File: src/logic/lp_attach_map.svh
// Constants for the line printer attachment: opcodes, device address, condition and register codes.
// Assumes it is included by bare name from the package and the attachment module.
`ifndef LP_ATTACH_MAP_SVH
`define LP_ATTACH_MAP_SVH

// ========================================
// Device address in the qualifier byte
`define LPA_DEV_ADDR 4'he

// ========================================
// Opcodes answered by the attachment
`define LPA_OP_TEST_DIRECT 8'hc1
`define LPA_OP_TEST_XR1 8'hd1
`define LPA_OP_TEST_XR2 8'he1
`define LPA_OP_ADVANCE 8'hf1
`define LPA_OP_LOAD_DIRECT 8'h31
`define LPA_OP_LOAD_XR1 8'h71
`define LPA_OP_LOAD_XR2 8'hb1
`define LPA_OP_SENSE_DIRECT 8'h30
`define LPA_OP_SENSE_XR1 8'h70
`define LPA_OP_SENSE_XR2 8'hb0

// ========================================
// Condition-select codes with the modifier bit at 0
`define LPA_COND_NOT_READY 3'h1
`define LPA_COND_BUF_BUSY 3'h2
`define LPA_COND_IRQ_PENDING 3'h3
`define LPA_COND_CARR_BUSY 3'h4
`define LPA_COND_PRINTER_BUSY 3'h5
// Condition-select code that tests diagnostic mode off with the modifier bit at 1
`define LPA_COND_DIAG_OFF 3'h1

// ========================================
// Register-select codes of the load instruction
`define LPA_LOAD_FORMS 3'h0
`define LPA_LOAD_IMAGE 3'h4
`define LPA_LOAD_DATA 3'h6

// ========================================
// Pin input positions in the synchronised vector
`define LPA_PIN_NOT_READY 0
`define LPA_PIN_LINE_DONE 1
`define LPA_PIN_MOTION_DONE_L 2
`define LPA_PIN_MOTION_DONE_R 3
`define LPA_PIN_DIAG_OFF 4
`define LPA_PIN_DUAL_CARRIAGE 5
`define LPA_PIN_VARIANT_DUAL 6
`define LPA_PIN_COUNT 7

`endif

File: src/logic/lp_attach_pkg.sv
// Types shared by the line printer attachment.
// Assumes the constants header is on the include path.
`include "lp_attach_map.svh"

package lp_attach_pkg;

    // ========================================
    // Kinds of instruction the attachment decodes.
    typedef enum logic [2:0] {
        KIND_NONE,
        KIND_TEST,
        KIND_ADVANCE,
        KIND_LOAD,
        KIND_SENSE
    } instr_kind_t;

endpackage

File: src/logic/lp_sync.sv
// Two-flop synchroniser for a vector of independent level pins.
// Assumes each bit is a slow level; no bit relation is kept across the vector.
module lp_sync #(
    parameter int WIDTH = 1
) (
    // Clock and reset.
    input wire logic i_ref_clk,
    input wire logic i_reset_n,
    // Asynchronous levels and their synchronised copies.
    input wire logic [WIDTH-1:0] i_async,
    output logic [WIDTH-1:0] o_sync
);

    logic [WIDTH-1:0] meta_reg;
    logic [WIDTH-1:0] sync_reg;

    // The first stage feeds only the second stage.
    always_ff @(posedge i_ref_clk) begin
        if (!i_reset_n) begin
            meta_reg <= '0;
            sync_reg <= '0;
        end else begin
            meta_reg <= i_async;
            sync_reg <= meta_reg;
        end
    end

    assign o_sync = sync_reg;

endmodule

File: src/logic/lp_attach.sv
// Line printer attachment: answers test, advance-level, load and sense instructions and posts op-end requests.
// Assumes the processor core presents one instruction pulse at a time on the core clock and decodes start commands.
`include "lp_attach_map.svh"

module lp_attach #(
    parameter int ADDR_W = 16
) (
    // Clock and reset.
    input wire logic i_ref_clk,
    input wire logic i_reset_n,
    // Instruction from the processor core.
    input wire logic i_instr_valid,
    input wire logic [7:0] i_opcode,
    input wire logic [7:0] i_qbyte,
    input wire logic i_qbyte_parity,
    input wire logic [ADDR_W-1:0] i_operand_addr,
    input wire logic [ADDR_W-1:0] i_next_addr,
    input wire logic [7:0] i_data_ea,
    input wire logic [7:0] i_data_ea_m1,
    // Processor state.
    input wire logic i_level7_enabled,
    input wire logic i_interrupt_model,
    input wire logic i_dual_installed,
    input wire logic i_dual_enabled,
    input wire logic i_check_reset,
    // Start commands accepted by the core.
    input wire logic i_start_accept,
    input wire logic i_start_print,
    input wire logic i_start_motion,
    input wire logic i_start_right,
    input wire logic i_start_refused,
    input wire logic i_start_int_enable,
    input wire logic i_start_int_disable,
    input wire logic i_start_reset_enable,
    // Printer mechanism pins.
    input wire logic i_mech_not_ready,
    input wire logic i_mech_line_done,
    input wire logic i_mech_motion_done_l,
    input wire logic i_mech_motion_done_r,
    input wire logic i_mech_diag_off,
    input wire logic i_strap_dual_carriage,
    input wire logic i_strap_variant_dual,
    // Instruction answer.
    output logic o_done,
    output logic o_branch,
    output logic o_repeat,
    output logic o_level_advance,
    output logic o_program_check,
    output logic o_processor_check,
    output logic o_invalid_dev_addr,
    output logic [ADDR_W-1:0] o_iar,
    output logic [ADDR_W-1:0] o_arr,
    // Attachment state.
    output logic o_irq_req,
    output logic o_refused,
    output logic o_parity_light,
    output logic o_buf_busy,
    output logic [1:0] o_carr_busy,
    output logic o_printer_busy,
    output logic [7:0] o_forms_left,
    output logic [7:0] o_forms_right,
    output logic [ADDR_W-1:0] o_image_addr,
    output logic [ADDR_W-1:0] o_data_addr
);

    // ========================================
    // Pin synchronisation and completion edges
    logic [`LPA_PIN_COUNT-1:0] pins;
    logic [2:0] done_prev_reg;
    logic line_rise, ml_rise, mr_rise;

    lp_sync #(.WIDTH(`LPA_PIN_COUNT)) u_sync (
        .i_ref_clk(i_ref_clk),
        .i_reset_n(i_reset_n),
        .i_async({i_strap_variant_dual, i_strap_dual_carriage, i_mech_diag_off, i_mech_motion_done_r,
                  i_mech_motion_done_l, i_mech_line_done, i_mech_not_ready}),
        .o_sync(pins)
    );

    // Completion strobes are rising edges of the synchronised done levels.
    assign line_rise = pins[`LPA_PIN_LINE_DONE] & ~done_prev_reg[0];
    assign ml_rise = pins[`LPA_PIN_MOTION_DONE_L] & ~done_prev_reg[1];
    assign mr_rise = pins[`LPA_PIN_MOTION_DONE_R] & ~done_prev_reg[2];

    // ========================================
    // Busy conditions
    logic buf_next, pbusy_next;
    logic [1:0] carr_next;
    logic carr_sel;

    // Right carriage is chosen only when the dual-carriage strap is fitted, whatever the variant strap.
    assign carr_sel = i_start_right & pins[`LPA_PIN_DUAL_CARRIAGE];

    // Set wins over a completion edge arriving in the same cycle.
    always_comb begin
        buf_next = (o_buf_busy & ~line_rise) | (i_start_accept & i_start_print);
        carr_next[0] = (o_carr_busy[0] & ~ml_rise) | (i_start_accept & i_start_motion & ~carr_sel);
        carr_next[1] = (o_carr_busy[1] & ~mr_rise) | (i_start_accept & i_start_motion & carr_sel);
        pbusy_next = i_start_accept | (o_printer_busy & (buf_next | (|carr_next)));
    end

    always_ff @(posedge i_ref_clk) begin
        if (!i_reset_n) begin
            done_prev_reg <= 3'h0;
            o_buf_busy <= 1'b0;
            o_carr_busy <= 2'h0;
            o_printer_busy <= 1'b0;
        end else begin
            done_prev_reg <= {pins[`LPA_PIN_MOTION_DONE_R], pins[`LPA_PIN_MOTION_DONE_L], pins[`LPA_PIN_LINE_DONE]};
            o_buf_busy <= buf_next;
            o_carr_busy <= carr_next;
            o_printer_busy <= pbusy_next;
        end
    end

    // ========================================
    // Instruction decode
    lp_attach_pkg::instr_kind_t kind;
    logic ours, parity_ok, m_bit, sel_invalid, sel_hit, check_is_program;
    logic [2:0] n_code;

    // Selected condition, shared by test and advance-level.
    function automatic logic cond_hit(input logic m, input logic [2:0] n, input logic variant_dual,
                                      input logic carr_busy);
        logic hit;
        hit = 1'b0;
        if (m && !variant_dual) begin
            hit = pins[`LPA_PIN_DIAG_OFF];
        end else begin
            unique case (n)
                `LPA_COND_NOT_READY: hit = pins[`LPA_PIN_NOT_READY];
                `LPA_COND_BUF_BUSY: hit = o_buf_busy;
                `LPA_COND_IRQ_PENDING: hit = o_irq_req;
                `LPA_COND_CARR_BUSY: hit = carr_busy;
                `LPA_COND_PRINTER_BUSY: hit = o_printer_busy;
                default: hit = 1'b0;
            endcase
        end
        return hit;
    endfunction

    // Only qualifiers carrying the printer address are answered.
    assign ours = i_instr_valid && (i_qbyte[7:4] == `LPA_DEV_ADDR);
    assign parity_ok = ^{i_qbyte, i_qbyte_parity};
    assign m_bit = i_qbyte[3];
    assign n_code = i_qbyte[2:0];
    assign check_is_program = i_level7_enabled & i_interrupt_model;

    always_comb begin
        unique case (i_opcode)
            `LPA_OP_TEST_DIRECT, `LPA_OP_TEST_XR1, `LPA_OP_TEST_XR2: kind = lp_attach_pkg::KIND_TEST;
            `LPA_OP_ADVANCE: kind = lp_attach_pkg::KIND_ADVANCE;
            `LPA_OP_LOAD_DIRECT, `LPA_OP_LOAD_XR1, `LPA_OP_LOAD_XR2: kind = lp_attach_pkg::KIND_LOAD;
            `LPA_OP_SENSE_DIRECT, `LPA_OP_SENSE_XR1, `LPA_OP_SENSE_XR2: kind = lp_attach_pkg::KIND_SENSE;
            default: kind = lp_attach_pkg::KIND_NONE;
        endcase
        // Dual variant: modifier picks carriage; other variant: modifier 1 only with diagnostic code.
        sel_invalid = pins[`LPA_PIN_VARIANT_DUAL] ? (m_bit & ~pins[`LPA_PIN_DUAL_CARRIAGE])
                                                : (m_bit & (n_code != `LPA_COND_DIAG_OFF));
        sel_hit = cond_hit(m_bit, n_code, pins[`LPA_PIN_VARIANT_DUAL],
                           pins[`LPA_PIN_VARIANT_DUAL] ? o_carr_busy[m_bit] : o_carr_busy[0]);
    end

    // ========================================
    // Instruction answer and loadable registers
    logic done_next, branch_next, repeat_next, adv_next, pchk_next, cchk_next, inv_next;
    logic [ADDR_W-1:0] iar_next, arr_next, image_next, data_next;
    logic [7:0] left_next, right_next;
    logic parity_err, load_busy;

    assign parity_err = ours && (kind != lp_attach_pkg::KIND_NONE) && !parity_ok;

    always_comb begin
        done_next = ours && (kind != lp_attach_pkg::KIND_NONE);
        branch_next = 1'b0;
        repeat_next = 1'b0;
        adv_next = 1'b0;
        pchk_next = 1'b0;
        cchk_next = 1'b0;
        inv_next = 1'b0;
        iar_next = o_iar;
        arr_next = o_arr;
        left_next = o_forms_left;
        right_next = o_forms_right;
        image_next = o_image_addr;
        data_next = o_data_addr;
        load_busy = (n_code == `LPA_LOAD_FORMS) ? (|o_carr_busy) : o_buf_busy;
        if (parity_err) begin
            pchk_next = check_is_program;
            cchk_next = ~check_is_program;
        end else if (done_next) begin
            unique case (kind)
                lp_attach_pkg::KIND_TEST: begin
                    if (sel_invalid) begin
                        cchk_next = 1'b1;
                        inv_next = pins[`LPA_PIN_VARIANT_DUAL];
                    end else begin
                        // The condition register is not touched by a test.
                        branch_next = sel_hit;
                        iar_next = sel_hit ? i_operand_addr : i_next_addr;
                        arr_next = sel_hit ? i_next_addr : i_operand_addr;
                    end
                end
                lp_attach_pkg::KIND_ADVANCE: begin
                    if (sel_invalid) begin
                        cchk_next = 1'b1;
                        inv_next = pins[`LPA_PIN_VARIANT_DUAL];
                    end else if (sel_hit) begin
                        adv_next = i_dual_installed & i_dual_enabled;
                        repeat_next = ~(i_dual_installed & i_dual_enabled);
                    end
                end
                lp_attach_pkg::KIND_LOAD: begin
                    if (o_refused) begin
                        repeat_next = 1'b0;
                    end else if (n_code != `LPA_LOAD_FORMS && n_code != `LPA_LOAD_IMAGE
                                 && n_code != `LPA_LOAD_DATA) begin
                        pchk_next = check_is_program;
                        cchk_next = ~check_is_program;
                    end else if (load_busy) begin
                        repeat_next = 1'b1;
                    end else if (n_code == `LPA_LOAD_FORMS) begin
                        right_next = i_data_ea;
                        left_next = i_data_ea_m1;
                    end else if (n_code == `LPA_LOAD_IMAGE) begin
                        image_next = {i_data_ea_m1, i_data_ea};
                    end else begin
                        data_next = {i_data_ea_m1, i_data_ea};
                    end
                end
                default: begin
                    branch_next = 1'b0;
                end
            endcase
        end
    end

    always_ff @(posedge i_ref_clk) begin
        if (!i_reset_n) begin
            o_done <= 1'b0;
            o_branch <= 1'b0;
            o_repeat <= 1'b0;
            o_level_advance <= 1'b0;
            o_program_check <= 1'b0;
            o_processor_check <= 1'b0;
            o_invalid_dev_addr <= 1'b0;
            o_iar <= '0;
            o_arr <= '0;
            o_forms_left <= 8'h00;
            o_forms_right <= 8'h00;
            o_image_addr <= '0;
            o_data_addr <= '0;
        end else begin
            o_done <= done_next;
            o_branch <= branch_next;
            o_repeat <= repeat_next;
            o_level_advance <= adv_next;
            o_program_check <= pchk_next;
            o_processor_check <= cchk_next;
            o_invalid_dev_addr <= inv_next;
            o_iar <= iar_next;
            o_arr <= arr_next;
            o_forms_left <= left_next;
            o_forms_right <= right_next;
            o_image_addr <= image_next;
            o_data_addr <= data_next;
        end
    end

    // ========================================
    // Refused bit, parity indicator and op-end request
    logic refused_next, parity_next, irq_en_next, pending_next, acc_next, events, post, immediate;
    logic sense_ours;
    logic irq_en_reg, acc_reg;
    assign sense_ours = ours && parity_ok && kind == lp_attach_pkg::KIND_SENSE;
    assign events = (o_buf_busy & ~buf_next) | (|(o_carr_busy & ~carr_next)) | (i_start_accept & i_start_refused);

    always_comb begin
        refused_next = (i_start_accept & i_start_refused) | (o_refused & ~(sense_ours | i_check_reset));
        parity_next = parity_err | (o_parity_light & ~i_check_reset);
        irq_en_next = irq_en_reg;
        if (i_start_accept && (i_start_int_enable || i_start_reset_enable)) begin
            irq_en_next = 1'b1;
        end else if (i_start_accept && i_start_int_disable) begin
            irq_en_next = 1'b0;
        end
        // Idle on enable posts at once, except through reset-and-enable.
        immediate = i_start_accept && i_start_int_enable && !i_start_reset_enable && !irq_en_reg
                    && !buf_next && !(|carr_next);
        // Events wait until an instruction ends with interrupts enabled.
        post = done_next && irq_en_reg && (acc_reg || events);
        acc_next = post ? 1'b0 : (acc_reg | events);
        pending_next = post | immediate | (o_irq_req & ~(i_start_accept & i_start_reset_enable));
    end

    always_ff @(posedge i_ref_clk) begin
        if (!i_reset_n) begin
            o_refused <= 1'b0;
            o_parity_light <= 1'b0;
            irq_en_reg <= 1'b0;
            acc_reg <= 1'b0;
            o_irq_req <= 1'b0;
        end else begin
            o_refused <= refused_next;
            o_parity_light <= parity_next;
            irq_en_reg <= irq_en_next;
            acc_reg <= acc_next;
            o_irq_req <= pending_next;
        end
    end
endmodule

File: config.mk
export PLATFORM = sky130hd
export DESIGN_NAME = lp_attach
export DESIGN_NICKNAME = d
export VERILOG_FILES = /design/src/logic/lp_attach_pkg.sv /design/src/logic/lp_sync.sv /design/src/logic/lp_attach.sv
export VERILOG_INCLUDE_DIRS = /design/src /design/src/logic
export SDC_FILE = /design/constraint.sdc
export NUM_CORES = 1
export LEC_CHECK = 0
export ABC_AREA = 1
export BUFFER_PORTS_ARGS = -buffer_cell sky130_fd_sc_hd__buf_2
export CAP_MARGIN = 40
export CORE_ASPECT_RATIO = 0.9
export CORE_UTILIZATION = 32
export CTS_BUF_LIST = sky130_fd_sc_hd__clkbuf_2
export CTS_CLUSTER_DIAMETER = 120
export DETAILED_ROUTE_END_ITERATION = 8
export PLACE_DENSITY = 0.57
export SETUP_SLACK_MARGIN = 0.5
export SYNTH_ARGS = -nofsm -noshare
export SYNTH_HDL_FRONTEND = slang
export SYNTH_SLANG_ARGS = --single-unit
File: constraint.sdc
create_clock -name i_ref_clk -period 1.55 [get_ports i_ref_clk]
set_clock_uncertainty 0.1 [all_clocks]
set_input_delay 0 -clock i_ref_clk [delete_from_list [all_inputs] [get_ports i_ref_clk]]
set_output_delay 0 -clock i_ref_clk [all_outputs]
set_load 0.005 [all_outputs]
==> impl_results.md, run 1 <==
- Status: finished with violations
- Failing checks: DRC, hold timing, setup timing
- Final hold slack: -0.187 ns
- Clock transition at the registers of the reported paths: 0.19 ns
- Routed WL: 17700 µm
- Met3 Resource Use GR: 0.0511
- Total vias in the final route: 6225
- Final GP Congestion: 0.811
- Worst-Skew Late Latency: 0.68 ns
- Most heavily used metal layer in global routing: met2
- Core ar.: 16200 µm²
- Slowest-stage cell, CP: sky130_fd_sc_hd__dfxtp_2
- Iter 0 DRT Violations: 376
- DR pass1 iterations: 7
- Diode insertion count for antenna repair: 0
- Dpl hpwl: 10800 µm
- Number of sinks handled by clock tree synthesis: 113
- Placement Setup Slack: -0.120 ns
- Final #Nets: 1305
- Number of distinct library cells after synthesis: 30
- Commonest non-fill, non-tap cells in the layout: sky130_fd_sc_hd__nand2_1, sky130_fd_sc_hd__nor2_1, sky130_fd_sc_hd__buf_2, sky130_fd_sc_hd__inv_1, sky130_fd_sc_hd__dlygate4sd3_1
- Arrival time worst endpoint: 2.13 ns
- Num rows: 44
- Setup repair after global routing missed its margin: true
- Number of buffers added on ports: 181
- Clock root cell: sky130_fd_sc_hd__clkbuf_2
- CP Class: reg -> reg
- Layout-stage area growth over the synthesis result: 73.7%
- Number of synthesized register bits: 113
- Start point of the critical path: o_carr_busy[1]
- Rel. slew slack: 0.694
- Post-placement cell area: 6890 µm²
- Gate Count Post-Synth: 871
- Max Transition Viols Final: 0
- Maximum number of pins on one net before global-route repair: 83
- Post-route DRC violation count: 28
- Global-route met1 utilization: 0.253
- Global-route wire length before repair: 26500 µm
- Horizontal extent of the die: 138 µm
- Asr flop ratio synth: 0
- Number of antenna violations at the first check in global routing: 0
- Average via count per standard cell: 4.33
- Final std cell area, no fill: 9280 µm²
- Fin Setup TNS: -1.73 ns
- Max Clock Freq: 613 MHz
- Highest net fanout along the worst path: 8
- Post-detailed-route wirelength per cell: 12.3 µm
- Internal reg-to-reg setup slack: -0.08 ns
- H-Tree Depth: 4
- Maximum count of clock buffers along a single path: 2
- Critical path capture point type: flip-flop
- Number of cells on the worst reg-to-reg path: 9
- Leakage dissipation: 4.99 nW
- Total of endpoints with negative setup slack in the final report: 61
- Post-synth design cell area: 5340 µm²
- Commonest register cell after synthesis: sky130_fd_sc_hd__dfxtp_1
- Net Count, Synth: 959
- Height of the die: 125 µm
- Number of global-route vias before repair: 5500
- Global-route usage over all layers: 0.192
- Area of the die: 17200 µm²
- Number of clock buffers inserted by TritonCTS: 17
- Max_cap viols: 0
- Antenna-violating nets left: 0
- Met2 layer usage reported by global route: 0.306
- Worst reg2reg startpoint: o_carr_busy[1]
- Peak supply drop: 0.497 mV
- Path type of the worst min-delay path: in -> reg
- Number of enable-type register cells in the synthesized netlist: 0
- Post-synthesis average cell area: 6.14 µm²
- Starting density of the core: 0.329
- Global-route congestion overflow total: 0
- Final Hold Fails: 5
- Most common library cell in the layout ignoring fill and taps: sky130_fd_sc_hd__nand2_1
- CP cell instances: nor2_2 -> nand2_1 -> o21ai_2 -> nand2_2 -> nor2_4 -> nand3_4 -> clkbuf_16 -> nor2_1 -> nor2_1
- Crit path largest cell delay: 0.38 ns
- Power per standard cell area: 685 nW/µm²
- Data required time at the worst endpoint: 2.04 ns
- End of the critical path: o_data_addr[9]
- Transition time at the pin with the least slew margin: 0.459 ns
- Portion of the post-synthesis area used by sequential elements: 0.423
- Endpoint of the most critical register-to-register path: o_data_addr[9]
- Critical path's most frequent cell: sky130_fd_sc_hd__nor2_1
- Power consumption: 6.35 mW
- Period utilization: 1.05
- Clock tree from TritonCTS: yes
- Synth Warn #: 0
- Post-route minimum period: 1.63 ns
- Share of final-layout standard cells stronger than drive strength 1: 0.397
- Setup slack of the critical path after layout: -0.0824 ns
- Number of top-level pins: 182
- CP Launch Type: flip-flop
-- worst max-delay path: cells and delay by family (launching register included) --
family,cells,cell delay [ns]
buf+inv,1,0.22
flops,1,0.38
simple gates,7,0.77
compound gates,1,0.08
-- cells in the mapped netlist, drive strengths merged, types with 3 or more instances --
master,instances,share of area
nor2,193,0.14
nor3,5,0.0047
nand4,4,0.0047
nand2,311,0.22
buf,20,0.021
o21ai,8,0.010
clkbuf,16,0.011
nand3,50,0.051
inv,129,0.091
clkinv,3,0.0021
dfxtp,113,0.42
a21oi,11,0.010
-- metal layers --
layer  wire length, µm  vias up
met5                 0        -
met4               272        0
met3              1110       28
met2              8100      190
met1              8210     2741
li1                  -     3266
-- cells by family after synthesis --
family                    synth area share
xor gates and xnor gates           0.00164
and+or+nand+nor                      0.419
buffers and inverters                0.125
AOI/OAI and AO/OA                   0.0307
DFF                                  0.423
-- layout make-up --
cell class | instances | area [µm²]
Sequential cell | 113 | 2380
Clock buffer | 19 | 95.1
Multi-Input combinational cell | 590 | 2780
Fill cell | 1489 | 6960
Inverter | 132 | 495
Tap cell | 207 | 259
Clock inverter | 13 | 190
Timing Repair Buffer | 363 | 3080
-- worst min path at each step --
stage | from | slack, ns | cells after the start | end
CTS | i_next_addr[0] | -0.48 | 5 | o_iar[0]
global placement | i_mech_motion_done_l | 0.08 | 3 | u_sync.meta_reg[2]
global route | i_qbyte[7] | -0.22 | 6 | o_parity_light
finish | i_qbyte[7] | -0.19 | 6 | o_parity_light
detailed placement | i_mech_diag_off | 0.09 | 3 | u_sync.meta_reg[4]
floorplan | i_mech_not_ready | -0.002 | 2 | u_sync.meta_reg[0]
-- power by group --
part           internal (mW)  leakage, nW  switching (mW)  total (mW)
clock                   1.21        0.174            1.17        2.39
combinational          0.524         3.85           0.489        1.01
sequential              2.94        0.963          0.0187        2.95
total                   4.68         4.99            1.68        6.35
-- through the flow --
stage,utilization,cells
after floorplan,-,871
after global placement,0.424,1278
after detailed placement,0.424,1278
after CTS,0.531,1419
after global routing,0.572,1437
final,0.572,1437
-- what timing repair did --
action	4_1_cts	5_1_grt
endpoints found under the setup margin	183	186
hold buffers	105	4
buffers inserted	4	10
pin swaps	13	24
gates cloned	0	6
endpoints found under the hold margin	113	24
gates resized for setup	134	120
No activity file was read; power rests on OpenSTA's default activity.
==> run 2: changes to the inputs <==
- CORE_ASPECT_RATIO: 0.9 -> unset
- RECOVER_POWER: unset -> 25
==> run 2 against run 1 <==
  * The flow finishes with violations (hold timing, setup timing)
  * Sequential power barely moved
  * Combinational power about the same
  * Fmax increased by 0.50%
  * Largest cell class unchanged
==> impl_results.md, run 2 (synthesis gave the netlist of run 1 again) <==
- Fillers: 1546 (+3.8%)
- Starting density of the core: 0.332 (+0.00255)
- Startpoint of the worst hold path: i_opcode[2]
- Layout-stage area growth over the synthesis result: 71.0%
- Post-placement cell area: 6900 µm² (about the same)
- Height of the die: 131 µm (+5.3%)
- Most common library cell in the layout ignoring fill and taps: sky130_fd_sc_hd__nand2_1
- Slowest-stage cell, CP: sky130_fd_sc_hd__dfxtp_2
- Crit path largest cell delay: 0.37 ns (about the same)
- Global-route wire length before repair: 27000 µm (+1.8%)
- Average via count per standard cell: 4.32 (-0.31%)
- Setup repair after global routing missed its margin: true
- H-Tree Depth: 4 (unchanged)
- Number of sinks handled by clock tree synthesis: 113 (unchanged)
- Post-route DRC violation count: 0 (-100%)
- Setup slack of the critical path after layout: -0.0742 ns (+0.00815 ns)
- Number of buffers added on ports: 181 (unchanged)
- Global-route congestion overflow total: 0 (unchanged)
- Horizontal extent of the die: 131 µm (-5.1%)
- Clock root cell: sky130_fd_sc_hd__clkbuf_2
- Highest net fanout along the worst path: 9 (+1)
- Leakage dissipation: 4.90 nW (-1.8%)
- Number of antenna violations at the first check in global routing: 3 (+3)
- Final Hold Fails: 11 (+6)
- Global-route usage over all layers: 0.194 (+0.00247)
- Area of the die: 17200 µm² (about the same)
- Worst-Skew Late Latency: 0.65 ns (-0.03 ns)
- Post-detailed-route wirelength per cell: 12.1 µm (-2.1%)
- Data required time at the worst endpoint: 2.04 ns (about the same)
- Arrival time worst endpoint: 2.12 ns (about the same)
- Post-route minimum period: 1.62 ns (-0.00815 ns)
- Area of the multi-input gates: 2770 µm² (-0.36%)
- Period utilization: 1.05 (-0.00526)
- Peak supply drop: 0.415 mV (-17%)
- Antenna-violating nets left: 0 (unchanged)
- Power consumption: 5.95 mW (-6.4%)
- Final hold slack: -0.330 ns (-0.143 ns)
- Path type of the worst min-delay path: in -> reg
- Total vias in the final route: 6206 (-0.31%)
- Maximum count of clock buffers along a single path: 2 (unchanged)
- Iter 0 DRT Violations: 288 (-23%)
- Commonest non-fill, non-tap cells in the layout: sky130_fd_sc_hd__nand2_1, sky130_fd_sc_hd__nor2_1, sky130_fd_sc_hd__buf_2, sky130_fd_sc_hd__inv_1, sky130_fd_sc_hd__dlygate4sd3_1
- Max Clock Freq: 616 MHz (+0.50%)
- Dpl hpwl: 11200 µm (+3.7%)
- Final std cell area, no fill: 9140 µm² (-1.6%)
- Share of final-layout standard cells stronger than drive strength 1: 0.377 (-0.0197)
- Total of endpoints with negative setup slack in the final report: 54 (-11%)
- DR pass1 iterations: 5 (-2)
- Failing checks: hold timing, setup timing
- Status: finished with violations
- Clock tree from TritonCTS: yes
- Start point of the critical path: o_buf_busy
- Number of global-route vias before repair: 5582 (+1.5%)
- Number of clock buffers inserted by TritonCTS: 17 (unchanged)
- Internal reg-to-reg setup slack: -0.07 ns (about the same)
- Maximum number of pins on one net before global-route repair: 61 (-27%)
- Critical path capture point type: flip-flop
- CP Class: reg -> reg
- Register area: 2370 µm² (-0.47%)
- CP cell instances: nand2_1 -> nand3_1 -> o21ai_1 -> nor2_1 -> o211ai_2 -> nand2_4 -> buf_6 -> nand2_1 -> nand2_1 -> nor2_1 -> nor2_1
- Transition time at the pin with the least slew margin: 0.541 ns (+0.0826 ns)
- Num rows: 46 (+4.5%)
- Hold depth: 6 (unchanged)
- Worst reg2reg startpoint: o_buf_busy
- Max_cap viols: 0 (unchanged)
- Rel. slew slack: 0.639 (-0.0551)
- Routed WL: 17300 µm (-2.1%)
- Number of cells on the worst reg-to-reg path: 11 (+2)
- Placement Setup Slack: -0.179 ns (-0.0588 ns)
- Power per standard cell area: 651 nW/µm² (-4.9%)
- Final GP Congestion: 0.834 (+2.8%)
- Clock transition at the registers of the reported paths: 0.17 ns (-0.02 ns)
- Max Transition Viols Final: 0 (unchanged)
- Core ar.: 16100 µm² (-0.77%)
- Final #Nets: 1296 (-0.69%)
- CP Launch Type: flip-flop
- Number of top-level pins: 182 (unchanged)
==> run 2: critical path, delay by kind of cell, from the launching register on <==
kind,cells,cell delay [ns]
AO/OA/AOI/OAI,2,0.24
buffers and inverters,1,0.16
flip-flops,1,0.37
AND/OR/NAND/NOR,8,0.69
==> run 2: area by class of cell <==
class	count	area share
inverters	132	0.0542
diodes	1	0.000274
multi-input cells	590	0.303
flip-flops and latches	113	0.260
clock inverters	14	0.0162
well taps	216	0.0296
repair buffers	354	0.327
clock buffers	17	0.00931
==> run 2: metrics by stage <==
stage | hold slack, ns | util | TNS [ns] | cells
finish | -0.330 | 0.567 | -1.67 | 1437
global route | -0.385 | 0.567 | -9.25 | 1437
CTS | -0.407 | 0.539 | -0.342 | 1426
detailed placement | 0.0879 | 0.428 | -8.99 | 1284
global placement | 0.0807 | 0.428 | -6.25 | 1284
floorplan | -0.00237 | - | 0 | 871
==> run 2: report_power, final <==
group	internal [mW]	switching, mW
clock network	0.855	1.13
registers	2.94	0.0185
logic	0.522	0.488
==> run 2: worst paths after layout <==
check | endpoint
max reg2reg | o_arr[2]
min | o_invalid_dev_addr
min reg2reg | u_sync.o_sync[2]
max | o_arr[2]
==> run 2: routing by layer <==
layer / track usage / routed length (µm) / up-vias / share of wire
li1: - / - / 3241 / -
met1: 0.245 / 7830 / 2753 / 0.45
met2: 0.317 / 8180 / 190 / 0.47
met3: 0.0494 / 1040 / 20 / 0.060
met4: 0.0719 / 270 / 2 / 0.016
met5: 0 / 12 / - / 0.00069
==> run 2: what timing repair did <==
| item | 4_1_cts | 5_1_grt |
|---|---|---|
| resized for setup | 159 | 89 |
| hold endpoints to repair | 113 | 36 |
| setup buffers | 4 | 6 |
| pin swaps | 4 | 23 |
| hold buffers | 107 | 2 |
| cloned | 0 | 4 |
| endpoints found under the setup margin | 182 | 189 |
